--- src/dio_defs.svh ---
// Offsets, reset values and timing counts of the digital I/O block
`ifndef DIO_DEFS_SVH
`define DIO_DEFS_SVH
// Word index on A6..A1 in I/O space
`define OFF_OUT_LO   6'h00
`define OFF_OUT_HI   6'h01
`define OFF_IN_LO    6'h02
`define OFF_IN_HI    6'h03
`define OFF_INT_EN   6'h04
`define OFF_INT_TYPE 6'h05
`define OFF_INT_POL  6'h06
`define OFF_INT_STAT 6'h07
`define OFF_VECTOR   6'h08
`define OUT_RST      32'h0000_0000
`define CFG_RST      8'h00
`define VEC_RST      5'h00
`define WAIT_STATES  2'h1
`define ID_BYTES     8'h0c
`endif

--- src/dio_pkg.sv ---
// Types shared by the digital I/O block
package dio_pkg;
  typedef enum logic [1:0] {bus_idle, bus_wait, bus_ack, bus_hold} bus_state_e;
  typedef struct packed {
    logic [7:0] enable;
    logic [7:0] itype;
    logic [7:0] polarity;
    logic [4:0] vector_hi;
  } irq_cfg_s;
endpackage

--- src/dio_ctrl.sv ---
// 32-channel open-drain digital I/O with channel 0-7 interrupts on a local bus
// Functional notes
// - Request line 0 active while any enabled channel interrupt is pending.
// - Acknowledge with A1 high is ignored: no vector, no bus acknowledge.
// - On acknowledge, vector goes on D0-D7 with bus acknowledge asserted.
// - Vector low 3 bits are channel number, upper 5 from vector register.
// - Highest-numbered pending channel presented first, then the next.
// - Only channels 0-7 interrupt, each change-of-state or level match.
// - Type bit 1 selects change-of-state, 0 selects level match.
// - Polarity bit 0 matches low level, 1 matches high level.
// - Request stays until software clears status; acknowledge does not release.
// - Writing 1 to a status bit clears it; writing 0 leaves it.
// - Enable bit 0 blocks a channel's interrupts, 1 allows them.
// - Condition still present after clear raises a new request at once.
// - Output bit 1 closes the low-side switch, 0 opens it.
// - All outputs off after reset.
// - 32 channels, each pin both switch output and input buffer.
// - Input registers read live pin levels, giving output loopback.
// - Channels 0-7 feed interrupt logic; others reach the bus on reads.
// - ID, input and interrupt registers reached over the 16-bit bus.
// - Every decoded access ends with the bus acknowledge.
// - Every access except an acknowledge with A1 high completes with one wait state.
`timescale 1ns/1ps
`include "dio_defs.svh"

module dio_ctrl #(
  parameter logic [7:0] MAKER_CODE = 8'h5a,  // Arbitrary value
  parameter logic [7:0] MODEL_CODE = 8'h11,  // Arbitrary value
  parameter logic [7:0] ID_CRC     = 8'h00   // Arbitrary value
) (
  input  wire logic        clk,
  input  wire logic        reset,
  input  wire logic        io_sel_n,
  input  wire logic        id_sel_n,
  input  wire logic        int_sel_n,
  input  wire logic        rd_wr,
  input  wire logic [5:0]  addr,
  input  wire logic [1:0]  be_n,
  input  wire logic [15:0] data_in,
  output logic      [15:0] data_out,
  output logic             data_oe_n,
  output logic             ack_n,
  output logic             int_req0_n,
  input  wire logic [31:0] pin_in,
  output logic      [31:0] pin_out,
  output logic      [31:0] pin_oe_n
);
  import dio_pkg::*;

  bus_state_e       state;
  bus_state_e       next_state;
  logic       [1:0]  wait_cnt;
  logic       [1:0]  next_wait_cnt;
  logic              cyc_int;
  logic              next_cyc_int;
  logic       [31:0] out_reg;
  logic       [31:0] next_out_reg;
  irq_cfg_s          cfg;
  irq_cfg_s          next_cfg;
  logic       [15:0] next_data_out;
  logic              next_data_oe_n;
  logic              next_ack_n;
  logic       [7:0]  clr;
  logic       [31:0] pin_meta;
  logic       [31:0] pin_sync;
  logic       [7:0]  prev;
  logic       [7:0]  status;
  logic       [7:0]  next_status;
  logic       [7:0]  cond;
  logic       [7:0]  active;
  logic       [2:0]  top_chan;
  logic              any_sel;

  function automatic logic [2:0] highest(input logic [7:0] v);
    logic [2:0] r;
    r = 3'h0;
    for (int i = 0; i < 8; i++) begin
      if (v[i]) begin
        r = 3'(i);
      end
    end
    return r;
  endfunction

  function automatic logic [15:0] merge(input logic [15:0] old, input logic [15:0] nw, input logic [1:0] ben);
    return {ben[1] ? old[15:8] : nw[15:8], ben[0] ? old[7:0] : nw[7:0]};
  endfunction

  function automatic logic [7:0] id_byte(input logic [4:0] idx);
    logic [7:0] b;
    if (idx == 5'h00) begin
      b = 8'h49;
    end else if (idx == 5'h01) begin
      b = 8'h50;
    end else if (idx == 5'h02) begin
      b = 8'h41;
    end else if (idx == 5'h03) begin
      b = 8'h43;
    end else if (idx == 5'h04) begin
      b = MAKER_CODE;
    end else if (idx == 5'h05) begin
      b = MODEL_CODE;
    end else if (idx == 5'h0a) begin
      b = `ID_BYTES;
    end else if (idx == 5'h0b) begin
      b = ID_CRC;
    end else begin
      b = 8'h00;
    end
    return b;
  endfunction

  ////////////////////////////////////////////////////////////////////////////
  // Interrupt detection and status

  // Enabled pending channels decide both the request and the vector
  assign active   = status & cfg.enable;
  assign top_chan = highest(active);

  always_comb begin
    for (int i = 0; i < 8; i++) begin
      // Successive samples differ, or sample equals chosen level
      cond[i] = cfg.itype[i] ? (pin_sync[i] != prev[i]) : (pin_sync[i] == cfg.polarity[i]);
    end
    // Set beats clear so a lasting condition re-raises at once
    next_status = (status & ~clr) | (cond & cfg.enable);
  end

  always_ff @(posedge clk) begin
    pin_meta <= pin_in;
    pin_sync <= pin_meta;
    // Tracks the pin through reset so that release brings no false change
    prev     <= pin_sync[7:0];
    if (reset) begin
      status     <= 8'h00;
      int_req0_n <= 1'b1;
    end else begin
      status     <= next_status;
      int_req0_n <= ~|active;
    end
  end

  ////////////////////////////////////////////////////////////////////////////
  // Local bus slave and registers

  assign any_sel = ~io_sel_n | ~id_sel_n | ~int_sel_n;

  always_comb begin
    next_state     = state;
    next_wait_cnt  = wait_cnt;
    next_cyc_int   = cyc_int;
    next_out_reg   = out_reg;
    next_cfg       = cfg;
    next_data_out  = data_out;
    next_data_oe_n = 1'b1;
    next_ack_n     = 1'b1;
    clr            = 8'h00;
    case (state)
      bus_idle: begin
        if (!int_sel_n && addr[0]) begin
          next_state = bus_hold;
        end else if (any_sel) begin
          next_state    = bus_wait;
          next_wait_cnt = `WAIT_STATES;
          next_cyc_int  = ~int_sel_n;
        end
      end
      bus_wait: begin
        if (wait_cnt > 2'h1) begin
          next_wait_cnt = wait_cnt - 2'h1;
        end else begin
          next_state = bus_ack;
          next_ack_n = 1'b0;
          if (cyc_int) begin
            // Acknowledge leaves status alone; only a write releases
            next_data_out  = {8'h00, cfg.vector_hi, top_chan};
            next_data_oe_n = 1'b0;
          end else if (!id_sel_n) begin
            next_data_out  = {8'h00, id_byte(addr[4:0])};
            next_data_oe_n = ~rd_wr;
          end else if (rd_wr) begin
            next_data_oe_n = 1'b0;
            if (addr == `OFF_OUT_LO) begin
              next_data_out = out_reg[15:0];
            end else if (addr == `OFF_OUT_HI) begin
              next_data_out = out_reg[31:16];
            end else if (addr == `OFF_IN_LO) begin
              next_data_out = pin_sync[15:0];
            end else if (addr == `OFF_IN_HI) begin
              next_data_out = pin_sync[31:16];
            end else if (addr == `OFF_INT_EN) begin
              next_data_out = {8'h00, cfg.enable};
            end else if (addr == `OFF_INT_TYPE) begin
              next_data_out = {8'h00, cfg.itype};
            end else if (addr == `OFF_INT_POL) begin
              next_data_out = {8'h00, cfg.polarity};
            end else if (addr == `OFF_INT_STAT) begin
              next_data_out = {8'h00, status};
            end else if (addr == `OFF_VECTOR) begin
              next_data_out = {8'h00, cfg.vector_hi, 3'h0};
            end else begin
              next_data_out = 16'h0000;
            end
          end else begin
            if (addr == `OFF_OUT_LO) begin
              next_out_reg[15:0] = merge(out_reg[15:0], data_in, be_n);
            end else if (addr == `OFF_OUT_HI) begin
              next_out_reg[31:16] = merge(out_reg[31:16], data_in, be_n);
            end else if (addr == `OFF_INT_EN && !be_n[0]) begin
              next_cfg.enable = data_in[7:0];
            end else if (addr == `OFF_INT_TYPE && !be_n[0]) begin
              next_cfg.itype = data_in[7:0];
            end else if (addr == `OFF_INT_POL && !be_n[0]) begin
              next_cfg.polarity = data_in[7:0];
            end else if (addr == `OFF_INT_STAT && !be_n[0]) begin
              clr = data_in[7:0];
            end else if (addr == `OFF_VECTOR && !be_n[0]) begin
              next_cfg.vector_hi = data_in[7:3];
            end
          end
        end
      end
      bus_ack: begin
        next_state = bus_hold;
      end
      default: begin
        if (!any_sel) begin
          next_state = bus_idle;
        end
      end
    endcase
  end

  always_ff @(posedge clk) begin
    if (reset) begin
      state     <= bus_idle;
      wait_cnt  <= 2'h0;
      cyc_int   <= 1'b0;
      out_reg   <= `OUT_RST;
      cfg       <= '{`CFG_RST, `CFG_RST, `CFG_RST, `VEC_RST};
      data_out  <= 16'h0000;
      data_oe_n <= 1'b1;
      ack_n     <= 1'b1;
      pin_out   <= 32'h0000_0000;
      pin_oe_n  <= 32'hffff_ffff;
    end else begin
      state     <= next_state;
      wait_cnt  <= next_wait_cnt;
      cyc_int   <= next_cyc_int;
      out_reg   <= next_out_reg;
      cfg       <= next_cfg;
      data_out  <= next_data_out;
      data_oe_n <= next_data_oe_n;
      ack_n     <= next_ack_n;
      pin_out   <= 32'h0000_0000;
      // Switch closed pulls the pin low; pin still readable as input
      pin_oe_n  <= ~out_reg;
    end
  end
endmodule

--- config.mk ---
export PLATFORM = sky130hd
export DESIGN_NAME = dio_ctrl
export DESIGN_NICKNAME = d
export VERILOG_FILES = /design/src/dio_pkg.sv /design/src/dio_ctrl.sv
export VERILOG_INCLUDE_DIRS = /design/src
export SDC_FILE = /design/constraint.sdc
export NUM_CORES = 1
export LEC_CHECK = 0
export ABC_CLOCK_PERIOD_IN_PS = 2700
export BUFFER_PORTS_ARGS = -buffer_cell sky130_fd_sc_hd__buf_4
export CELL_PAD_IN_SITES_DETAIL_PLACEMENT = 1
export CELL_PAD_IN_SITES_GLOBAL_PLACEMENT = 1
export CORE_MARGIN = 5
export CORE_UTILIZATION = 42
export DETAILED_ROUTE_END_ITERATION = 7
export HOLD_SLACK_MARGIN = 0.1
export MAX_ROUTING_LAYER = met4
export PLACE_DENSITY_LB_ADDON = 0.15
export SLEW_MARGIN = 30
export SYNTH_ARGS = -nofsm -noshare
export SYNTH_HDL_FRONTEND = slang
export SYNTH_SLANG_ARGS = --single-unit
export TNS_END_PERCENT = 10
--- constraint.sdc ---
create_clock -name clk -period 2.7 [get_ports clk]
set_input_delay 0.675 -clock clk [delete_from_list [all_inputs] [get_ports clk]]
set_output_delay 0.675 -clock clk [all_outputs]
set_load 0.03 [all_outputs]
==> out/metrics.yaml <==
run_status:
  status: "complete, no violations"
sta:
  period_minus_slack_ns: 2.46
  slew_viol_final: 0
  fin_tns_setup_ns: 0
  fin_hold_ws_ns: 0.324
  fin_crit_sh: 0.911
  worstMarginPinSlew_ns: 0.571
  max_slew_margin: 0.618
  timing.final.ws_setup_ns: 0.240
  rsz0062_at_grt: "false"
  hold_violations: 0
  fmax_mhz: 406
  finalClockSkew_ns: 0.00868
  setup_viol: 0
layout:
  final_common_cell: "dfxtp_1"
  fillCellCount: 2049
  diodes: 0
  final_nets: 974
  layout_common_cells: "197 x dfxtp_1, 151 x buf_4, 66 x nor2_1, 60 x nand2_1, 57 x a21oi_1"
  fin_area_um2: 9310
  area_growth_pct: 24.0
  fin_cells: 1149
  drive_above_1_share: 0.218
cts:
  clkLatencyLatePin_ns: 0.44
  clockBufferDepth: 2
  tritoncts: "yes"
  clk_pin_slew_ns: 0.08
  cts_setup_buffers: 0
  postCtsHoldBufs: 0
  cts_max_level: 4
  root_buffer: "clkbuf_16"
  cts-buffers-inserted: 17
  cts_sinks: 197
  post_cts_resized: 0
setup_path:
  cpPeakStageDelay_ns: 0.57
  worst_path_max_delay_cell: "or3_1"
  crit_chain: "inv_1 -> ha_1 -> inv_1 -> or3_1 -> or3_1 -> nor4_1 -> o2bb2ai_1"
  startpoint_type: "flop"
  critical_path.max_fanout: 7
  end_kind: "flop"
  crit_arrival_ns: 2.83
  ff2ff_setup_slack_ns: 0.24
  required_ns: 3.07
  crit_type: "reg -> reg"
synth:
  synth-seq-area-share: 0.525
  ys.warnings.count: 0
  synth_area_um2: 7510
  syn-instance-count: 775
  synth-edff-count: 0
  async_flop_share: 0
  ys_ff_latch: 197
  avgSynthCellArea_um2: 9.69
  synth_cell_types: 70
  ys.flop_type: "dfxtp_1"
place:
  pre_cts_slack_ns: 0.00229
  hpwl_mm: 18.1
  numPortBuffers: 112
  placed_area_um2: 8690
  gp_congestion: 0.927
  dp.cells: 1117
floorplan:
  die_width_um: 144
  die_area_um2: 20700
  rows: 49
  die_y_um: 144
  core_um2: 17800
  io_pins: 145
  start_util: 0.422
grt:
  antenna_found_initial: 0
  use_met2: 0.399
  use_met1: 0.312
  grt_max_degree: 73
  overflow: 0
  grt_pass1_vias: 6516
  grt_pass1_wl_mm: 37.4
  met3_usage: 0.0473
  grt_busiest_layer: "met2"
  grt_usage: 0.246
route:
  firstDrtPassIters: 6
  postRouteAntennaNets: 0
  remaining_drc_errors: 0
  viasPerCell: 5.46
  drt_wl_total_mm: 24.5
  wl_per_cell_um: 21.3
  vias: 6272
  first_iter_violations: 477
hold_path:
  hp-class: "reg -> reg"
power:
  p_per_area_nw_per_um2: 698
  vdd_ir_drop_max_mv: 0.475
  p_leak_uw: 0.00355
flow_run:
  drv_cap: 0
## layer usage
metal,vias up,part of all wire
li1,2932,-
met1,3107,0.43
met4,0,0.018
met5,-,0
met2,202,0.49
met3,31,0.060
## synth_stat cells, types with 3 or more instances
cell type | number | area (um^2)
dfxtp_1 | 197 | 3940
nor2_1 | 66 | 248
nand2_1 | 60 | 225
a21oi_1 | 57 | 285
o21ai_0 | 48 | 240
mux2i_1 | 42 | 420
nand2b_1 | 39 | 244
buf_4 | 32 | 240
clkbuf_1 | 26 | 97.6
inv_1 | 19 | 71.3
nand3_1 | 12 | 60.1
or3_1 | 12 | 75.1
buf_2 | 11 | 55.1
nor2b_1 | 10 | 62.6
xnor2_1 | 9 | 78.8
a221oi_1 | 8 | 70.1
a222oi_1 | 8 | 80.1
nor3_1 | 8 | 40.0
nand3b_1 | 7 | 52.6
o22ai_1 | 7 | 43.8
ha_1 | 5 | 62.6
nor3b_1 | 5 | 37.5
o221ai_1 | 5 | 43.8
a211oi_1 | 4 | 30.0
a21boi_0 | 4 | 30.0
a22o_1 | 4 | 35.0
a31oi_1 | 4 | 25.0
nor3_4 | 4 | 65.1
a22oi_1 | 3 | 22.5
nor3_2 | 3 | 30.0
nor4_1 | 3 | 18.8
o211ai_1 | 3 | 22.5
## path summary, 6_finish.rpt
check | start | to | cells after the start
max | state[1] | data_out[2] | 7
min | pin_meta[17] | pin_sync[17] | 0
max reg2reg | state[1] | data_out[2] | 7
min reg2reg | pin_meta[17] | pin_sync[17] | 0
## cell type report
type | count | area (um^2) | area share
repair buffers | 153 | 1170 | 0.126
flip-flops and latches | 197 | 3940 | 0.424
clock buffers | 17 | 425 | 0.0457
inverters | 19 | 71.3 | 0.00766
well taps | 229 | 287 | 0.0308
clock inverters | 15 | 199 | 0.0214
multi-input cells | 519 | 3210 | 0.345
## kinds of logic after synthesis
logic type,after synthesis,share of synthesized area
AOI/OAI and AO/OA,180,0.154
xor gates and xnor gates,10,0.0117
DFF,197,0.525
other,1,0.000499
adders and majority gates,5,0.00833
and+or+nand+nor,248,0.179
muxes,44,0.0590
buffers and inverters,90,0.0628
## per-stage QoR
step                power (uW)   util
finish                    6500  0.524
CTS                       6550  0.524
global placement          3890  0.489
floorplan                 3620      -
detailed placement        3920  0.489
global route              6770  0.524
## critical path, delay by kind of cell (launching register included)
family / cells / cell delay [ns]
buffers and inverters: 2 / 0.27
and+or+nand+nor: 3 / 1.34
DFF: 1 / 0.35
adders and majority gates: 1 / 0.30
AOI/OAI and AO/OA: 1 / 0.14
## power by group
part / internal (uW) / switching, uW
Sequential: 3000 / 60.0
Clock: 1350 / 1280
Combinational: 285 / 519
Total: 4640 / 1860
Power figures use the tool's default switching activity.
